<file path="config.mk">
export PLATFORM = sky130hd
export DESIGN_NAME = tcs_status_top
export DESIGN_NICKNAME = d
export VERILOG_FILES = /design/src/pkg/tcs_pkg.sv /design/src/rtl/tcs_dest_occ.sv /design/src/rtl/tcs_status_top.sv
export VERILOG_INCLUDE_DIRS = /design/src /design/src/pkg
export SDC_FILE = /design/constraint.sdc
export NUM_CORES = 1
export LEC_CHECK = 0
export ABC_AREA = 1
export BUFFER_PORTS_ARGS = -buffer_cell sky130_fd_sc_hd__buf_2
export CORE_ASPECT_RATIO = 0.5
export CORE_MARGIN = 2
export CORE_UTILIZATION = 45
export DETAILED_ROUTE_END_ITERATION = 6
export GPL_TIMING_DRIVEN = 1
export PLACE_DENSITY = 0.86
export SLEW_MARGIN = 40
export SYNTH_ARGS = -nofsm -noshare
export SYNTH_HDL_FRONTEND = slang
export SYNTH_SLANG_ARGS = --single-unit
</file>
<file path="constraint.sdc">
create_clock -name aclk -period 3 [get_ports aclk]
set_clock_uncertainty 0.15 [all_clocks]
set_input_delay 0.15 -clock aclk [delete_from_list [all_inputs] [get_ports aclk]]
set_output_delay 0.15 -clock aclk [all_outputs]
set_load 0.01 [all_outputs]
</file>
<file path="src/pkg/tcs_map.svh">
// offsets, field positions and reset values of the transfer status block
// assumes a 32-bit axi4-lite register bus with byte addresses
`ifndef TCS_MAP_SVH
`define TCS_MAP_SVH

// register byte offsets
`define TCS_OFS_CHAN_STAT 8'h00
`define TCS_OFS_ERR_STAT  8'h04
`define TCS_OFS_ERR_EN    8'h08
`define TCS_OFS_ERR_CLR   8'h0C
`define TCS_OFS_ERR_DET   8'h10
`define TCS_OFS_ERR_CMD   8'h14
`define TCS_OFS_EVT_STAT  8'h18
`define TCS_OFS_EVT_MASK  8'h1C
`define TCS_OFS_LAST      8'h1C

// channel status fields
`define TCS_CS_PROG_BIT   0
`define TCS_CS_SRC_BIT    1
`define TCS_CS_WSP_BIT    2
`define TCS_CS_OCC_LSB    4
`define TCS_CS_ONE_BIT    8

// error status, enable and clear fields
`define TCS_ES_BUS_BIT    0
`define TCS_ES_REQ_BIT    2
`define TCS_ES_ADDR_BIT   3
`define TCS_ES_MASK       4'hD
`define TCS_ERR_EN_RST    4'h0

// error command and event fields
`define TCS_CMD_ERROR_REEVALUATE_BIT  0
`define TCS_EV_MOVE_BIT   0
`define TCS_EV_DONE_BIT   1
`define TCS_EV_ERR_BIT    2
`define TCS_EVT_MASK_RST  3'h0

// documented destination fifo depth and fifo-mode alignment
`define TCS_DEST_DEPTH    4
`define TCS_ALIGN_BITS    5
`endif

</file>
<file path="src/pkg/tcs_pkg.sv">
// types shared by the transfer status block
// assumes the constants of tcs_map.svh
package tcs_pkg;
   // program set occupancy
   typedef enum logic [0:0] {
      TCS_PS_IDLE = 1'b0,
      TCS_PS_HELD = 1'b1
   } tcs_prog_state_type;
   // axi response codes used here
   typedef enum logic [1:0] {
      TCS_RESP_OKAY   = 2'b00,
      TCS_RESP_SLVERR = 2'b10
   } tcs_resp_type;
endpackage

</file>
<file path="src/rtl/tcs_dest_occ.sv">
// occupancy count of the destination request fifo
// assumes push and pop come from logic on the same clock
`timescale 1ns/1ns
`include "tcs_map.svh"
module tcs_dest_occ #(
   parameter int DEPTH = `TCS_DEST_DEPTH,
   parameter int OCC_W = 3
) (
   input  wire logic             clk,
   input  wire logic             rst_n,
   input  wire logic             push,
   input  wire logic             pop,
   output logic      [OCC_W-1:0] occ,
   output logic                  full,
   output logic                  empty
);
   logic [OCC_W-1:0] occ_reg;
   logic             push_ok;
   logic             pop_ok;

   // no entry while full, no removal while empty
   assign push_ok = push & ~full; // see RULE4
   assign pop_ok  = pop & ~empty;
   assign full    = (occ_reg == OCC_W'(DEPTH));
   assign empty   = (occ_reg == '0);
   assign occ     = occ_reg;

   // count resident requests, never above depth
   always_ff @(posedge clk) begin
      if (!rst_n) begin
         occ_reg <= '0;
      end else if (push_ok && !pop_ok) begin
         occ_reg <= occ_reg + OCC_W'(1); // see RULE1
      end else if (pop_ok && !push_ok) begin
         occ_reg <= occ_reg - OCC_W'(1); // see RULE4
      end
   end
endmodule // tcs_dest_occ

</file>
<file path="src/rtl/tcs_status_top.sv">
// channel status, error status and error interrupt of a transfer controller
// assumes datapath events and requests come from logic on aclk
// Function
// RULE1: occupancy field counts resident requests 0..4; codes 5..7 never occur
// RULE2: request in program set moves to empty destination fifo at once
// RULE3: partly filled fifo takes the request only while source engine idles
// RULE4: full fifo takes nothing until its head request completes
// RULE5: status bit 2 high while any issued write awaits its status
// RULE6: status bit 1 high while the source engine services a request
// RULE7: status bit 0 low when program set free; controller programs then only
// RULE8: access to an unmapped register sets error status bit 3
// RULE9: zero count or fifo-mode misalignment in a request sets error bit 2
// RULE10: nonzero bus status sets error bit 0 and fills error details
// RULE11: enable bits 3, 2, 0 gate their status bits onto error interrupt
// RULE12: error status and enable bits 31..4 and 1 read zero
// RULE13: writing 1 to clear bit 0 clears bus error and details
// RULE14: error evaluate re-pulses the error line while any error stands
// RULE15: occupancy field sits in channel status bits 6..4
// RULE16: error line is OR of status bits ANDed with enables, every cycle; the code forces it low for one cycle after an error evaluate
//
// The AXI4-Lite register port and the address map were chosen for this implementation.
`timescale 1ns/1ns
`include "tcs_map.svh"
module tcs_status_top #(
   parameter int DEPTH      = `TCS_DEST_DEPTH,
   parameter int CNT_W      = 16,
   parameter int WCNT_W     = 6,
   parameter int ALIGN_BITS = `TCS_ALIGN_BITS
) (
   input  wire logic        aclk,
   input  wire logic        aresetn,
   input  wire logic [7:0]  s_axi_awaddr,
   input  wire logic        s_axi_awvalid,
   output logic             s_axi_awready,
   input  wire logic [31:0] s_axi_wdata,
   input  wire logic [3:0]  s_axi_wstrb,
   input  wire logic        s_axi_wvalid,
   output logic             s_axi_wready,
   output logic [1:0]       s_axi_bresp,
   output logic             s_axi_bvalid,
   input  wire logic        s_axi_bready,
   input  wire logic [7:0]  s_axi_araddr,
   input  wire logic        s_axi_arvalid,
   output logic             s_axi_arready,
   output logic [31:0]      s_axi_rdata,
   output logic [1:0]       s_axi_rresp,
   output logic             s_axi_rvalid,
   input  wire logic        s_axi_rready,
   input  wire logic        req_valid,
   input  wire logic [CNT_W-1:0] first_dim_count,
   input  wire logic [CNT_W-1:0] second_dim_count,
   input  wire logic        source_fifo_addressing,
   input  wire logic        dest_fifo_addressing,
   input  wire logic [31:0] req_src_addr,
   input  wire logic [31:0] req_dst_addr,
   input  wire logic        src_done,
   input  wire logic        head_done,
   input  wire logic        wr_issue,
   input  wire logic        wr_status_valid,
   input  wire logic [3:0]  wr_status_code,
   input  wire logic        rd_status_valid,
   input  wire logic [3:0]  rd_status_code,
   output logic             program_set_busy,
   output logic             source_engine_busy,
   output logic             write_status_pending,
   output logic [2:0]       dest_fifo_occupancy,
   output logic             src_start,
   output logic             err_irq,
   output logic             irq
);
   localparam int OCC_W = 3;

   // true for a word-aligned offset inside the map
   function automatic logic tcs_mapped(input logic [7:0] a);
      tcs_mapped = (a[1:0] == 2'b00) && (a <= `TCS_OFS_LAST); // see RULE8
   endfunction

   tcs_pkg::tcs_prog_state_type prog_state_reg;
   logic              src_busy_reg;
   logic [WCNT_W-1:0] wcnt_reg;
   logic [3:0]        err_stat_reg;
   logic [3:0]        err_en_reg;
   logic [3:0]        err_det_reg;
   logic [2:0]        evt_stat_reg;
   logic [2:0]        evt_mask_reg;
   logic              src_start_reg;
   logic              err_irq_reg;
   logic              irq_reg;
   logic              aw_ready_reg;
   logic              w_ready_reg;
   logic              ar_ready_reg;
   logic              bvalid_reg;
   logic              rvalid_reg;
   logic [1:0]        bresp_reg;
   logic [1:0]        rresp_reg;
   logic [31:0]       rdata_reg;
   logic [7:0]        aw_addr_reg;
   logic [31:0]       w_data_reg;
   logic [3:0]        w_strb_reg;
   logic [OCC_W-1:0]  occ;
   logic              occ_full;
   logic              occ_empty;
   logic              req_bad;
   logic              req_take;
   logic              move;
   logic              pop;
   logic              bus_evt;
   logic [3:0]        bus_code;
   logic              do_wr;
   logic              do_rd;
   logic              wr_mapped;
   logic              rd_mapped;
   logic              error_reevaluate_now;
   logic [3:0]        err_set;
   logic [3:0]        err_clr;
   logic [2:0]        evt_set;
   logic [31:0]       chan_stat;
   logic [31:0]       rd_mux;

   // destination fifo occupancy
   tcs_dest_occ #(
      .DEPTH (DEPTH),
      .OCC_W (OCC_W)
   ) u_occ (
      .clk   (aclk),
      .rst_n (aresetn),
      .push  (move),
      .pop   (pop),
      .occ   (occ),
      .full  (occ_full),
      .empty (occ_empty)
   );

   // request checks: zero counts or misaligned fifo-mode addressing
   assign req_bad = (first_dim_count == '0) || (second_dim_count == '0)
      || (source_fifo_addressing && |req_src_addr[ALIGN_BITS-1:0])
      || (dest_fifo_addressing && |req_dst_addr[ALIGN_BITS-1:0])
      || ((source_fifo_addressing || dest_fifo_addressing)
          && |first_dim_count[ALIGN_BITS-1:0]); // see RULE9
   assign req_take = req_valid
      && (prog_state_reg == tcs_pkg::TCS_PS_IDLE); // see RULE7

   // admission of the held request into the destination fifo
   assign move = (prog_state_reg == tcs_pkg::TCS_PS_HELD)
      && (occ_empty // see RULE2
          || (!occ_full && !src_busy_reg)); // see RULE3 see RULE4
   assign pop = head_done && !occ_empty; // see RULE4

   // bus status: write code wins when both are nonzero
   assign bus_evt = (wr_status_valid && wr_status_code != 4'h0)
      || (rd_status_valid && rd_status_code != 4'h0);
   assign bus_code = (wr_status_valid && wr_status_code != 4'h0)
      ? wr_status_code : rd_status_code;

   // bus transactions that fire this cycle
   assign do_wr = !aw_ready_reg && !w_ready_reg && !bvalid_reg;
   assign do_rd = s_axi_arvalid && ar_ready_reg;
   assign wr_mapped = tcs_mapped(aw_addr_reg);
   assign rd_mapped = tcs_mapped(s_axi_araddr);
   assign error_reevaluate_now = do_wr && (aw_addr_reg == `TCS_OFS_ERR_CMD)
      && w_strb_reg[0] && w_data_reg[`TCS_CMD_ERROR_REEVALUATE_BIT]
      && |err_stat_reg; // see RULE14

   // error set and clear terms, bit 1 never set
   always_comb begin
      err_set = 4'h0;
      err_set[`TCS_ES_ADDR_BIT] = (do_wr && !wr_mapped)
         || (do_rd && !rd_mapped); // see RULE8
      err_set[`TCS_ES_REQ_BIT] = req_take && req_bad; // see RULE9
      err_set[`TCS_ES_BUS_BIT] = bus_evt; // see RULE10
      err_clr = 4'h0;
      if (do_wr && aw_addr_reg == `TCS_OFS_ERR_CLR && w_strb_reg[0]) begin
         err_clr = w_data_reg[3:0] & `TCS_ES_MASK; // see RULE13
      end
   end

   // program set state
   always_ff @(posedge aclk) begin
      if (!aresetn) begin
         prog_state_reg <= tcs_pkg::TCS_PS_IDLE;
      end else begin
         case (prog_state_reg)
            tcs_pkg::TCS_PS_IDLE: begin
               if (req_take && !req_bad) begin
                  prog_state_reg <= tcs_pkg::TCS_PS_HELD; // see RULE7
               end
            end
            tcs_pkg::TCS_PS_HELD: begin
               if (move) begin
                  prog_state_reg <= tcs_pkg::TCS_PS_IDLE; // see RULE7
               end
            end
            default: prog_state_reg <= tcs_pkg::TCS_PS_IDLE;
         endcase
      end
   end

   // source engine busy from admission until its done strobe
   always_ff @(posedge aclk) begin
      if (!aresetn) begin
         src_busy_reg  <= 1'b0;
         src_start_reg <= 1'b0;
      end else begin
         src_start_reg <= move;
         if (move) begin
            src_busy_reg <= 1'b1; // see RULE6
         end else if (src_done) begin
            src_busy_reg <= 1'b0; // see RULE6
         end
      end
   end

   // outstanding write commands awaiting their status
   always_ff @(posedge aclk) begin
      if (!aresetn) begin
         wcnt_reg <= '0;
      end else if (wr_issue && !wr_status_valid) begin
         wcnt_reg <= wcnt_reg + WCNT_W'(1); // see RULE5
      end else if (wr_status_valid && !wr_issue && wcnt_reg != '0) begin
         wcnt_reg <= wcnt_reg - WCNT_W'(1); // see RULE5
      end
   end

   // error status and details, set wins over clear
   always_ff @(posedge aclk) begin
      if (!aresetn) begin
         err_stat_reg <= 4'h0;
         err_det_reg  <= 4'h0;
      end else begin
         err_stat_reg <= (err_stat_reg & ~err_clr) | err_set; // see RULE12
         if (bus_evt) begin
            err_det_reg <= bus_code; // see RULE10
         end else if (err_clr[`TCS_ES_BUS_BIT]) begin
            err_det_reg <= 4'h0; // see RULE13
         end
      end
   end

   // error enable and event mask registers
   always_ff @(posedge aclk) begin
      if (!aresetn) begin
         err_en_reg   <= `TCS_ERR_EN_RST;
         evt_mask_reg <= `TCS_EVT_MASK_RST;
      end else if (do_wr && w_strb_reg[0]) begin
         if (aw_addr_reg == `TCS_OFS_ERR_EN) begin
            err_en_reg <= w_data_reg[3:0] & `TCS_ES_MASK; // see RULE12
         end
         if (aw_addr_reg == `TCS_OFS_EVT_MASK) begin
            evt_mask_reg <= w_data_reg[2:0];
         end
      end
   end

   // error line, dropped for one cycle on evaluate to make a new edge
   always_ff @(posedge aclk) begin
      if (!aresetn) begin
         err_irq_reg <= 1'b0;
      end else if (error_reevaluate_now) begin
         err_irq_reg <= 1'b0; // see RULE14
      end else begin
         err_irq_reg <= |(err_stat_reg & err_en_reg); // see RULE11 see RULE16
      end
   end

   // sticky events cleared by reading them, set wins
   assign evt_set = {|err_set, pop, move};
   always_ff @(posedge aclk) begin
      if (!aresetn) begin
         evt_stat_reg <= 3'h0;
         irq_reg      <= 1'b0;
      end else begin
         irq_reg <= |(evt_stat_reg & evt_mask_reg);
         if (do_rd && s_axi_araddr == `TCS_OFS_EVT_STAT) begin
            evt_stat_reg <= evt_set;
         end else begin
            evt_stat_reg <= evt_stat_reg | evt_set;
         end
      end
   end

   // channel status word
   always_comb begin
      chan_stat = 32'h0000_0000;
      chan_stat[`TCS_CS_PROG_BIT] = (prog_state_reg
         == tcs_pkg::TCS_PS_HELD); // see RULE7
      chan_stat[`TCS_CS_SRC_BIT] = src_busy_reg; // see RULE6
      chan_stat[`TCS_CS_WSP_BIT] = (wcnt_reg != '0); // see RULE5
      chan_stat[`TCS_CS_OCC_LSB +: OCC_W] = occ; // see RULE15
      chan_stat[`TCS_CS_ONE_BIT] = 1'b1;
   end

   // read data selection
   always_comb begin
      case (s_axi_araddr)
         `TCS_OFS_CHAN_STAT: rd_mux = chan_stat;
         `TCS_OFS_ERR_STAT:  rd_mux = {28'h0, err_stat_reg}; // see RULE12
         `TCS_OFS_ERR_EN:    rd_mux = {28'h0, err_en_reg};
         `TCS_OFS_ERR_DET:   rd_mux = {28'h0, err_det_reg};
         `TCS_OFS_EVT_STAT:  rd_mux = {29'h0, evt_stat_reg};
         `TCS_OFS_EVT_MASK:  rd_mux = {29'h0, evt_mask_reg};
         default:            rd_mux = 32'h0000_0000;
      endcase
   end

   // write address and data capture, response after both
   always_ff @(posedge aclk) begin
      if (!aresetn) begin
         aw_ready_reg <= 1'b1;
         w_ready_reg  <= 1'b1;
         bvalid_reg   <= 1'b0;
         bresp_reg    <= tcs_pkg::TCS_RESP_OKAY;
         aw_addr_reg  <= 8'h00;
         w_data_reg   <= 32'h0000_0000;
         w_strb_reg   <= 4'h0;
      end else begin
         if (s_axi_awvalid && aw_ready_reg) begin
            aw_ready_reg <= 1'b0;
            aw_addr_reg  <= s_axi_awaddr;
         end
         if (s_axi_wvalid && w_ready_reg) begin
            w_ready_reg <= 1'b0;
            w_data_reg  <= s_axi_wdata;
            w_strb_reg  <= s_axi_wstrb;
         end
         if (do_wr) begin
            bvalid_reg <= 1'b1;
            bresp_reg  <= wr_mapped ? tcs_pkg::TCS_RESP_OKAY
                                    : tcs_pkg::TCS_RESP_SLVERR;
         end else if (bvalid_reg && s_axi_bready) begin
            bvalid_reg   <= 1'b0;
            aw_ready_reg <= 1'b1;
            w_ready_reg  <= 1'b1;
         end
      end
   end

   // read channel, one outstanding read
   always_ff @(posedge aclk) begin
      if (!aresetn) begin
         ar_ready_reg <= 1'b1;
         rvalid_reg   <= 1'b0;
         rresp_reg    <= tcs_pkg::TCS_RESP_OKAY;
         rdata_reg    <= 32'h0000_0000;
      end else if (do_rd) begin
         ar_ready_reg <= 1'b0;
         rvalid_reg   <= 1'b1;
         rdata_reg    <= rd_mux;
         rresp_reg    <= rd_mapped ? tcs_pkg::TCS_RESP_OKAY
                                   : tcs_pkg::TCS_RESP_SLVERR;
      end else if (rvalid_reg && s_axi_rready) begin
         rvalid_reg   <= 1'b0;
         ar_ready_reg <= 1'b1;
      end
   end

   // outputs straight from flip-flops, write_status_pending through a nonzero compare of wcnt_reg
   assign s_axi_awready        = aw_ready_reg;
   assign s_axi_wready         = w_ready_reg;
   assign s_axi_bvalid         = bvalid_reg;
   assign s_axi_bresp          = bresp_reg;
   assign s_axi_arready        = ar_ready_reg;
   assign s_axi_rvalid         = rvalid_reg;
   assign s_axi_rdata          = rdata_reg;
   assign s_axi_rresp          = rresp_reg;
   assign program_set_busy     = (prog_state_reg == tcs_pkg::TCS_PS_HELD);
   assign source_engine_busy   = src_busy_reg;
   assign write_status_pending = (wcnt_reg != '0);
   assign dest_fifo_occupancy  = occ;
   assign src_start            = src_start_reg;
   assign err_irq              = err_irq_reg;
   assign irq                  = irq_reg;
endmodule // tcs_status_top

</file>
==> flow_summary.ini, run 1 <==
[run_status]
run_status = finished, violations left
failed_checks = negative hold slack

[synthesis]
postSynthRegisterBits = 58
synth-adder-area-share = 0.0322
synthesized_netlist_cell_count = 466
netlist_top_cells_area = dfxtp_1, nand2_1, nor2_1
synth.avg_cell_area_um2 = 6.83
simple_logic_cell_fraction_of_the_synthesized_area = 0.317
synth_compound_area_frac = 0.144
syn_area_mm2 = 0.00318
ys_seq_area_frac = 0.365
synth_largest_area_cell = dfxtp_1
synth_async_sr_flop_share = 0
synth.yosys.warnings = 0
combinational_family_with_the_most_area_after_synthesis = simple AND/OR/NAND/NOR gates
synth_xor_xnor_area_share = 0.00550
synth_enable_flop_cells = 0
synthDominantCellAreaShare = 0.365
synth_cell_type_count = 39
yosys-mux-area-fraction = 0
synth_top_flop_cell = dfxtp_1

[floorplan]
design.core.area_mm2 = 0.00675
dieWidth_um = 123
rows = 21
io_pins = 221
starting_density_of_the_core = 0.471
die_height_um = 63.5
die_area_mm2 = 0.00780

[clocking]
cts.hold.buffers_added = 19
post-cts-setup-buffers = 0
tritoncts.num_buffers = 9
clk_latency_ps = 320
cts.root.buffer_cell = clkbuf_16
numClockSinks = 58
cts_tree = yes
htree_num_levels = 3
cts.repair.resized = 0
clk_path_buf_depth = 2
clk_transition_reported_paths_ps = 50

[place]
place_congestion = 0.858
place_area_mm2 = 0.00370
dp_worst_setup_slack_ps = 861
dp.final_hpwl_um = 5850
numPortBuffers = 109

[grt]
wire_length_of_the_first_global_routing_pass_um = 13200
maximum_number_of_pins_on_one_net_before_global_route_repair = 36
first_global_vias = 3001
total_global_routing_track_utilization = 0.215
grt-ovfl-total = 0
antenna_found_initial = 1

[routing]
via_per_inst = 4.76
post-route-drc-count = 0
detailedRoute.firstIterationViolations = 242
postRouteAntennaNets = 0
routed_wirelength_um = 7980
detailedRoute.firstPassIterationCount = 5
detail_route.wl_per_cell_um = 11.5
num_vias = 3302

[setup_path]
critical_path.max_stage_delay_ps = 440
worst_path_max_delay_cell = dfxtp_1
rr_worst_depth = 11
arrival_ps = 2250
end_kind = flop
path_class = flop to flop
reg2reg_from = u_occ.occ[0]$_SDFFE_PN0P_
endpoint_of_the_lowest_slack_register_to_register_path = u_occ.occ[2]$_SDFFE_PN0P_
top_cell_by_count_worst_path = o21ai_0
ff2ff_setup_slack_ps = 820
cp.required_ps = 3060
timing.critical_path.fanout_max = 6
cp_cell_instances = nor2_1 -> o21ai_0 -> nand2_1 -> inv_1 -> ha_1 -> inv_1 -> fa_1 -> a21oi_1 -> o21ai_0 -> o21ai_0 -> a21oi_1
worstSetupStartpointType = flop

[hold_path]
hold-path-cell-count = 3
worstHoldStart = s_axi_awaddr[3]
min_delay_endpoint = aw_addr_reg[3]$_SDFFE_PN0P_
worstHoldPathType = primary input to flop

[run]
maxCapViolCount = 0

[timing]
final-hold-violation-count = 1
fmax_ghz = 0.458
setup_viol = 0
rsz_0062_raised_after_global_routing = false
setup_ws_ps = 816
finalCritPeriodShare = 0.728
period_minus_slack_ps = 2180
slew_violations = 0
setup_total_negative_slack_ps = 0
max-slew-margin-rel = 0.479
tightestPinTransition_ps = 781
holdWs_ps = -5.50

[final_layout]
fin_nets = 774
area_of_the_multi_input_gates_mm2 = 0.00168
flow.area_growth_from_synthesis_pct = 31.4
sequential_area_mm2 = 0.00116
final_cell_area_mm2 = 0.00418
fillerInstances = 602
share_of_post_route_cells_with_drive_strength_above_1 = 0.245

[power_and_ir_drop]
p_total_w = 0.00238
total_leakage_power_nw = 2.11
max-vdd-ir-drop_v = 0.000392
power-per-cell-area_mw_per_mm2 = 569
## per-stage QoR
| step | hold slack, ps | util | std cells |
|---|---|---|---|
| after floorplan | 103 | - | 491 |
| after global placement | 204 | 0.548 | 658 |
| after detailed placement | 204 | 0.548 | 658 |
| after CTS | 0.416 | 0.619 | 693 |
| after global routing | 25.7 | 0.619 | 693 |
| final | -5.50 | 0.620 | 694 |
## area by class of cell
class,instances,share of cell area
clock buffer,12,0.0637
sequential,58,0.278
timing repair buffer,129,0.178
clock inverter,4,0.00598
inverter,49,0.0446
tap,92,0.0275
multi-input combinational,349,0.403
antenna,1,0.000598
## placed cells by master (no fill, tap or decap), types with 2 or more instances in the layout
cell type,count
nor2_4,4
nand3_1,36
fa_1,2
nand3b_1,2
clkbuf_16,9
a21oi_1,35
nor2_1,79
ha_1,5
dlygate4sd3_1,19
buf_2,109
conb_1,26
inv_2,3
o211ai_1,2
nand2_1,90
clkinv_2,4
clkinvlp_4,2
dfxtp_1,58
clkbuf_8,3
nand3_2,2
o21ai_0,35
o21ai_1,5
nand4_1,5
a31oi_1,3
nand2_2,3
inv_1,44
## cells in the mapped netlist (2+ instances only)
cell type / count
o211ai_1: 2
nor2_1: 79
nand3_1: 36
a21oi_1: 35
o21ai_0: 35
buf_4: 28
inv_1: 44
o21ai_1: 5
nand4_1: 5
dfxtp_1: 58
ha_1: 5
nand2_2: 3
nor2_4: 4
nand3_2: 2
clkinv_2: 2
a31oi_1: 3
nand3b_1: 2
fa_1: 2
nand2_1: 90
clkbuf_1: 5
inv_2: 3
## worst max-delay path by stage
stage | start | endpoint | slack [ps] | cells after the start
2_1_floorplan | u_occ.occ[0]$_SDFFE_PN0P_ | u_occ.occ[2]$_SDFFE_PN0P_ | 950 | 11
5_1_grt | u_occ.occ[0]$_SDFFE_PN0P_ | u_occ.occ[2]$_SDFFE_PN0P_ | 590 | 11
4_1_cts | u_occ.occ[0]$_SDFFE_PN0P_ | u_occ.occ[2]$_SDFFE_PN0P_ | 850 | 11
3_5_place_dp | u_occ.occ[0]$_SDFFE_PN0P_ | u_occ.occ[2]$_SDFFE_PN0P_ | 860 | 12
6_report | u_occ.occ[0]$_SDFFE_PN0P_ | u_occ.occ[2]$_SDFFE_PN0P_ | 820 | 11
3_3_place_gp | u_occ.occ[0]$_SDFFE_PN0P_ | u_occ.occ[2]$_SDFFE_PN0P_ | 880 | 11
## power breakdown
| group | leakage (nW) | internal, W | switching [W] | total (W) |
|---|---|---|---|---|
| clock | 0.141 | 0.000622 | 0.000343 | 0.000964 |
| combinational | 1.49 | 0.000210 | 0.000284 | 0.000494 |
| sequential | 0.477 | 0.000849 | 0.0000741 | 0.000923 |
| total | 2.11 | 0.00168 | 0.000700 | 0.00238 |
## worst max-delay path, delay by kind of cell (launching register included)
| kind | cells | cell delay [ps] |
|---|---|---|
| compound gates | 5 | 610 |
| flops | 1 | 440 |
| simple gates | 2 | 210 |
| buf+inv | 2 | 150 |
| fa+ha+maj | 2 | 520 |
## routing by layer
layer  vias to the layer above  track usage  part of all wire
li1                       1717            -                 -
met1                      1440        0.279              0.47
met2                       134        0.340              0.44
met3                        11       0.0634             0.082
met4                         0       0.0733             0.013
met5                         -            0                 0
## cell families after synthesis
| group | after synthesis |
|---|---|
| adders and majority gates | 7 |
| DFF | 58 |
| and+or+nand+nor | 228 |
| buffers and inverters | 84 |
| other | 1 |
| xor gates and xnor gates | 2 |
| AOI/OAI and AO/OA | 86 |
No activity file was read; power rests on OpenSTA's default activity.
==> run 2: changes to the inputs <==
--- a/config.mk
+++ b/config.mk
@@ -6,14 +6,14 @@
 export SDC_FILE = /design/constraint.sdc
 export NUM_CORES = 1
 export LEC_CHECK = 0
-export ABC_AREA = 1
+export ABC_AREA = 0
 export BUFFER_PORTS_ARGS = -buffer_cell sky130_fd_sc_hd__buf_2
 export CORE_ASPECT_RATIO = 0.5
 export CORE_MARGIN = 2
-export CORE_UTILIZATION = 45
+export CORE_UTILIZATION = 36
 export DETAILED_ROUTE_END_ITERATION = 6
 export GPL_TIMING_DRIVEN = 1
-export PLACE_DENSITY = 0.86
+export PLACE_DENSITY = 0.76
 export SLEW_MARGIN = 40
 export SYNTH_ARGS = -nofsm -noshare
 export SYNTH_HDL_FRONTEND = slang
==> constraint.sdc (replaced) <==
create_clock -name aclk -period 2 [get_ports aclk]
set_clock_uncertainty 0.15 [all_clocks]
set_input_delay 0.1 -clock aclk [delete_from_list [all_inputs] [get_ports aclk]]
set_output_delay 0.1 -clock aclk [all_outputs]
set_load 0.01 [all_outputs]
==> run 2 against run 1 <==
Flip-flop and latch count did not move. Non-clock buffer count rose by 48. Global-route usage fell by 2.1 points. Via count fell by 5.2%. Critical path type unchanged. Final cell count fell by 7.3%. Routed wire length rose by 8.8%. Combinational power rose by 100%. Clock power rose by 43%. Sequential share of layout area fell by 1.1 points. Register-to-register slack got worse by 1000 ps. Worst setup slack got worse by 1000 ps. Fmax fell by 2.0%. The flow finishes with violations (negative setup slack).
==> flow_summary.ini, run 2 <==
[routing]
detailedRoute.firstIterationViolations = 184
detail_route.wl_per_cell_um = 13.5
routed_wirelength_um = 8680
postRouteAntennaNets = 0
num_vias = 3131
post-route-drc-count = 0
via_per_inst = 4.87
detailedRoute.firstPassIterationCount = 7

[setup_path]
critical_path.max_stage_delay_ps = 350
end_kind = flop
path_class = flop to flop
cp.required_ps = 2110
rr_worst_depth = 10
worstSetupStartpointType = flop
worst_path_max_delay_cell = dfxtp_4
arrival_ps = 2340
timing.critical_path.fanout_max = 3
cp_cell_instances = nor2_4 -> mux2i_1 -> nand2_1 -> inv_1 -> ha_2 -> inv_2 -> fa_2 -> xor2_1 -> or3_1 -> a21oi_2

[synthesis]
combinational_family_with_the_most_area_after_synthesis = simple AND/OR/NAND/NOR gates
synth_largest_area_cell = dfxtp_1
simple_logic_cell_fraction_of_the_synthesized_area = 0.230
synth.yosys.warnings = 0
ys_seq_area_frac = 0.396
synthDominantCellAreaShare = 0.396
synth_xor_xnor_area_share = 0.0149
netlist_top_cells_area = dfxtp_1, buf_4, a21oi_1
synthesized_netlist_cell_count = 352
postSynthRegisterBits = 58
yosysMostFrequentCell = dfxtp_1
synth-adder-area-share = 0.0350
synth_compound_area_frac = 0.169
syn_area_mm2 = 0.00293
yosys-mux-area-fraction = 0.0580
synth_cell_type_count = 52
synth_top_cells_by_count = dfxtp_1, nand2_1, nor2_1
synth.avg_cell_area_um2 = 8.34
synth_top_flop_cell = dfxtp_1
synth_async_sr_flop_share = 0
synth_enable_flop_cells = 0

[clocking]
cts_tree = yes
numClockSinks = 58
clk_transition_reported_paths_ps = 50
htree_num_levels = 3
clk_path_buf_depth = 2
clk_latency_ps = 320
cts.root.buffer_cell = clkbuf_16
tritoncts.num_buffers = 9

[floorplan]
die_height_um = 67.8
die_area_mm2 = 0.00893
rows = 23
design.core.area_mm2 = 0.00794
starting_density_of_the_core = 0.369
io_pins = 221
dieWidth_um = 132

[place]
dp.final_hpwl_um = 6250
numPortBuffers = 109
place_inst = 583
place_congestion = 0.842

[final_layout]
area_of_the_multi_input_gates_mm2 = 0.00161
fin_nets = 703
fillerInstances = 730
layout_commonest_cell = buf_2
final_cell_count_no_fill = 643
share_of_post_route_cells_with_drive_strength_above_1 = 0.306
layout_common_cells = buf_2, dfxtp_1, dlygate4sd3_1
flow.area_growth_from_synthesis_pct = 49.2
sequential_area_mm2 = 0.00117

[power_and_ir_drop]
max-vdd-ir-drop_v = 0.000432
cell_internal_pwr_w = 0.00267
total_leakage_power_nw = 2.01
power-per-cell-area_mw_per_mm2 = 855
p_total_w = 0.00374
net_switching_fraction_of_the_power = 0.288
power.combinational.fraction = 0.266
power.net_switching_w = 0.00108
power.clock.fraction = 0.369
pwr-share-seq = 0.365

[run]
maxCapViolCount = 0

[timing]
slew_violations = 0
final-hold-violation-count = 0
setup_ws_ps = -228
setup_viol = 2
finalCritPeriodShare = 1.11
fmax_ghz = 0.449
rsz_0062_raised_after_global_routing = true
period_minus_slack_ps = 2230

[grt]
wire_length_of_the_first_global_routing_pass_um = 13500
maximum_number_of_pins_on_one_net_before_global_route_repair = 36
first_global_vias = 2951
grt-ovfl-total = 0
antenna_found_initial = 2
total_global_routing_track_utilization = 0.194

[run_status]
run_status = finished, violations left
failed_checks = negative setup slack

[hold_path]
worstHoldPathType = primary input to flop
hold-path-cell-count = 4
-- run 2: cell count changes after synthesis, sizes merged, moves of 6 or more --
cell / before / now
o22ai: 0 / 8
nand3: 38 / 21
inv: 47 / 7
nand2: 94 / 37
nor2: 85 / 37
nor3: 1 / 8
o21ai: 41 / 9
nor4: 0 / 8
nand2b: 0 / 6
a22oi: 0 / 6
mux2i: 0 / 17
-- run 2: final timing paths --
| path | startpoint | endpoint | slack [ps] |
|---|---|---|---|
| worst max register to register | u_occ.occ[1]$_SDFFE_PN0P_ | u_occ.occ[2]$_SDFFE_PN0P_ | -230 |
| worst min-delay path | req_src_addr[1] | program_set_busy$_SDFF_PN0_ | 20 |
| worst min register to register | aw_addr_reg[0]$_SDFFE_PN0P_ | aw_addr_reg[0]$_SDFFE_PN0P_ | 310 |
| worst max-delay path | u_occ.occ[1]$_SDFFE_PN0P_ | u_occ.occ[2]$_SDFFE_PN0P_ | -230 |
-- run 2: per-stage QoR --
| step | hold WS, ps | area (µm²) | worst slack, ps | setup TNS, ps | util |
|---|---|---|---|---|---|
| after global placement | 209 | 3660 | -113 | -131 | 0.461 |
| after CTS | 2.24 | 4370 | -181 | -181 | 0.550 |
| final | 24.8 | 4380 | -228 | -242 | 0.551 |
| after detailed placement | 209 | 3660 | -224 | -230 | 0.461 |
| after global routing | 47.4 | 4380 | -347 | -479 | 0.551 |
| after floorplan | 50.4 | 3040 | -169 | -169 | - |
-- run 2: cell families after synthesis --
family          after synthesis
other cells                   1
flops                        58
compound gates               80
mux                          17
buf+inv                      48
fa+ha+maj                     7
xor+xnor                      5
simple gates                136
-- run 2: power by group through the flow --
stage	clock, W	combinational, W	sequential [W]
after floorplan	0	0.000527	0.00140
after global placement	0	0.000863	0.00137
after detailed placement	0	0.000883	0.00138
after CTS	0.00141	0.000976	0.00137
after global routing	0.00146	0.00110	0.00138
final	0.00138	0.000994	0.00137
-- run 2: layout make-up --
| type | count | share of cell area |
|---|---|---|
| clock buffers | 12 | 0.0586 |
| flip-flops and latches | 58 | 0.266 |
| repair buffers | 177 | 0.265 |
| clock inverters | 3 | 0.00343 |
| multi-input cells | 271 | 0.367 |
| well taps | 112 | 0.0320 |
| inverters | 8 | 0.00686 |
| diodes | 2 | 0.00114 |
-- run 2: metal layers --
metal | share of wire | vias up | GRT usage
li1 | - | 1561 | -
met1 | 0.42 | 1421 | 0.218
met2 | 0.48 | 126 | 0.349
met3 | 0.062 | 23 | 0.0541
met4 | 0.033 | 0 | 0.105
met5 | 0 | - | 0
-- run 2: critical path, delay by kind of cell (launching register included) --
family | cells | cell delay [ps]
muxes | 1 | 240
AOI/OAI and AO/OA | 1 | 120
adders and majority gates | 2 | 500
xor gates and xnor gates | 1 | 160
and+or+nand+nor | 3 | 530
DFF | 1 | 350
buffers and inverters | 2 | 120
-- run 2: repair_timing --
action / in CTS / in global routing
endpoints found under the setup margin: 1 / 3
gates resized for setup: 3 / 1
setup buffers: 2 / 0
hold buffers: 41 / 0
endpoints found under the hold margin: 28 / 0
pin swaps: 1 / 0
==> run 3: changes to the inputs <==
--- a/config.mk
+++ b/config.mk
@@ -11,9 +11,11 @@
 export CORE_ASPECT_RATIO = 0.5
 export CORE_MARGIN = 2
 export CORE_UTILIZATION = 36
+export CTS_CLUSTER_DIAMETER = 120
 export DETAILED_ROUTE_END_ITERATION = 6
 export GPL_TIMING_DRIVEN = 1
 export PLACE_DENSITY = 0.76
+export SKIP_LAST_GASP = 1
 export SLEW_MARGIN = 40
 export SYNTH_ARGS = -nofsm -noshare
 export SYNTH_HDL_FRONTEND = slang
==> run 3 against run 2 <==
Count of clock-buffer cells in the layout is the same. Die area stayed put. Register-to-register slack about the same. First-iteration DRC count is 0.54% lower. Highest routed layer unchanged. The flow still finishes with violations (negative setup slack). Cell area about the same. Worst setup slack improved by 1.5 ps. Largest power group unchanged.
==> flow_summary.ini, run 3 (synthesized netlist as in run 2, its figures left out) <==
[run_status]
run_status = finished, violations left
failed_checks = negative setup slack

[final_layout]
area_of_the_multi_input_gates_mm2 = 0.00161
flow.area_growth_from_synthesis_pct = 49.3
layout_commonest_cell = buf_2
fillerInstances = 728
layout_common_cells = buf_2, dfxtp_1, dlygate4sd3_1
share_of_post_route_cells_with_drive_strength_above_1 = 0.306
fin_nets = 703
sequential_area_mm2 = 0.00117

[clocking]
clk_latency_ps = 320
cts.root.buffer_cell = clkbuf_16
htree_num_levels = 3
clk_transition_reported_paths_ps = 50
tritoncts.num_buffers = 9
cts_tree = yes
clk_path_buf_depth = 2
numClockSinks = 58

[setup_path]
worstSetupStartpointType = flop
ff2ff_setup_slack_ps = -230
top_cell_by_count_worst_path = inv_1
instance_count_on_the_critical_path = 10
path_class = flop to flop
cp.buffers_inverters = 2
worst_path_max_delay_cell = dfxtp_4
end_kind = flop
critical_path.max_stage_delay_ps = 350
endpoint_of_the_lowest_slack_register_to_register_path = u_occ.occ[2]$_SDFFE_PN0P_
crit_family = simple AND/OR/NAND/NOR gates
timing.critical_path.fanout_max = 3
cp_cell_instances = nor2_4 -> mux2i_1 -> nand2_1 -> inv_1 -> ha_2 -> inv_1 -> fa_2 -> xor2_1 -> or3_1 -> a21oi_2
cp.required_ps = 2110
reg2reg_from = u_occ.occ[1]$_SDFFE_PN0P_
rr_worst_depth = 10
cp-endpoint = u_occ.occ[2]$_SDFFE_PN0P_
crit_path_start = u_occ.occ[1]$_SDFFE_PN0P_
arrival_ps = 2330

[grt]
first_global_vias = 2951
total_global_routing_track_utilization = 0.194
grt-ovfl-total = 0
maximum_number_of_pins_on_one_net_before_global_route_repair = 36
antenna_found_initial = 2
wire_length_of_the_first_global_routing_pass_um = 13500

[power_and_ir_drop]
cell_internal_pwr_w = 0.00268
power.net_switching_w = 0.00108
power.clock.fraction = 0.368
max-vdd-ir-drop_v = 0.000433
pwr-share-seq = 0.364
power-per-cell-area_mw_per_mm2 = 856
total_leakage_power_nw = 2.00
net_switching_fraction_of_the_power = 0.287
power.combinational.fraction = 0.268

[timing]
finalCritPeriodShare = 1.11
holdWs_ps = 25.4
setup_total_negative_slack_ps = -239
slew_violations = 0
fmax_ghz = 0.449
setup_ws_ps = -227
setup_viol = 2
rsz_0062_raised_after_global_routing = true
period_minus_slack_ps = 2230
final-hold-violation-count = 0

[floorplan]
dieWidth_um = 132
io_pins = 221
die_area_mm2 = 0.00893
rows = 23
die_height_um = 67.8
design.core.area_mm2 = 0.00794
starting_density_of_the_core = 0.369

[routing]
via_per_inst = 4.90
num_vias = 3152
detailedRoute.firstIterationViolations = 183
postRouteAntennaNets = 0
post-route-drc-count = 0
detail_route.wl_per_cell_um = 13.5
routed_wirelength_um = 8650
detailedRoute.firstPassIterationCount = 4

[place]
dp_worst_setup_slack_ps = -224
place_congestion = 0.842
dp.final_hpwl_um = 6250
numPortBuffers = 109

[run]
maxCapViolCount = 0

[hold_path]
worstHoldPathType = primary input to flop
-- run 3: per-layer routing --
layer / share of wire / up-vias / wire length, µm / global-route usage
li1: - / 1562 / - / -
met5: 0 / - / 0 / 0
met3: 0.067 / 21 / 578 / 0.0541
met4: 0.032 / 0 / 274 / 0.105
met1: 0.42 / 1438 / 3610 / 0.217
met2: 0.48 / 131 / 4190 / 0.349
-- run 3: repair_timing --
action	in CTS	in global routing
endpoints found under the setup margin	1	3
pin swaps	1	1
hold endpoints to repair	28	0
resized for setup	1	3
hold buffers	41	0
buffers inserted	2	0
-- run 3: through the flow --
step                      area [µm²]  total power, W   util  std cells
after floorplan                 3040         0.00192      -        377
after global placement          3660         0.00224  0.461        583
after detailed placement        3660         0.00226  0.461        583
after CTS                       4360         0.00374  0.549        641
after global routing            4380         0.00395  0.552        643
final                           4380         0.00375  0.552        643
-- run 3: area by class of cell --
class / count / area share
clock inverter: 3 / 0.00343
sequential: 58 / 0.266
tap: 112 / 0.0320
timing repair buffer: 177 / 0.264
inverter: 8 / 0.00685
multi-input combinational: 271 / 0.368
antenna: 2 / 0.00114
clock buffer: 12 / 0.0585
-- run 3: worst min path at each step --
stage	startpoint	to	slack (ps)	cells after the start
2_1_floorplan	s_axi_wvalid	s_axi_wready$_SDFF_PN1_	50	1
3_3_place_gp	s_axi_awaddr[1]	aw_addr_reg[1]$_SDFFE_PN0P_	210	3
3_5_place_dp	s_axi_awaddr[1]	aw_addr_reg[1]$_SDFFE_PN0P_	210	3
4_1_cts	req_src_addr[1]	program_set_busy$_SDFF_PN0_	2	4
5_1_grt	head_done	evt_stat_reg[1]$_SDFF_PN0_	50	4
6_report	req_src_addr[1]	program_set_busy$_SDFF_PN0_	30	4
-- run 3: power by group through the flow --
stage / clock network, W / logic, W / registers [W]
after CTS: 0.00141 / 0.000972 / 0.00136
after detailed placement: 0 / 0.000883 / 0.00138
after global placement: 0 / 0.000863 / 0.00137
after global routing: 0.00146 / 0.00111 / 0.00138
after floorplan: 0 / 0.000527 / 0.00140
final: 0.00138 / 0.00100 / 0.00137
-- run 3: worst reg2reg max path: cells and delay by family (launching register included) --
kind	cells	cell delay, ps
adder cells (fa/ha/maj)	2	500
buffers and inverters	2	120
AO/OA/AOI/OAI	1	120
multiplexers	1	240
flip-flops	1	350
AND/OR/NAND/NOR	3	530
XOR/XNOR	1	160
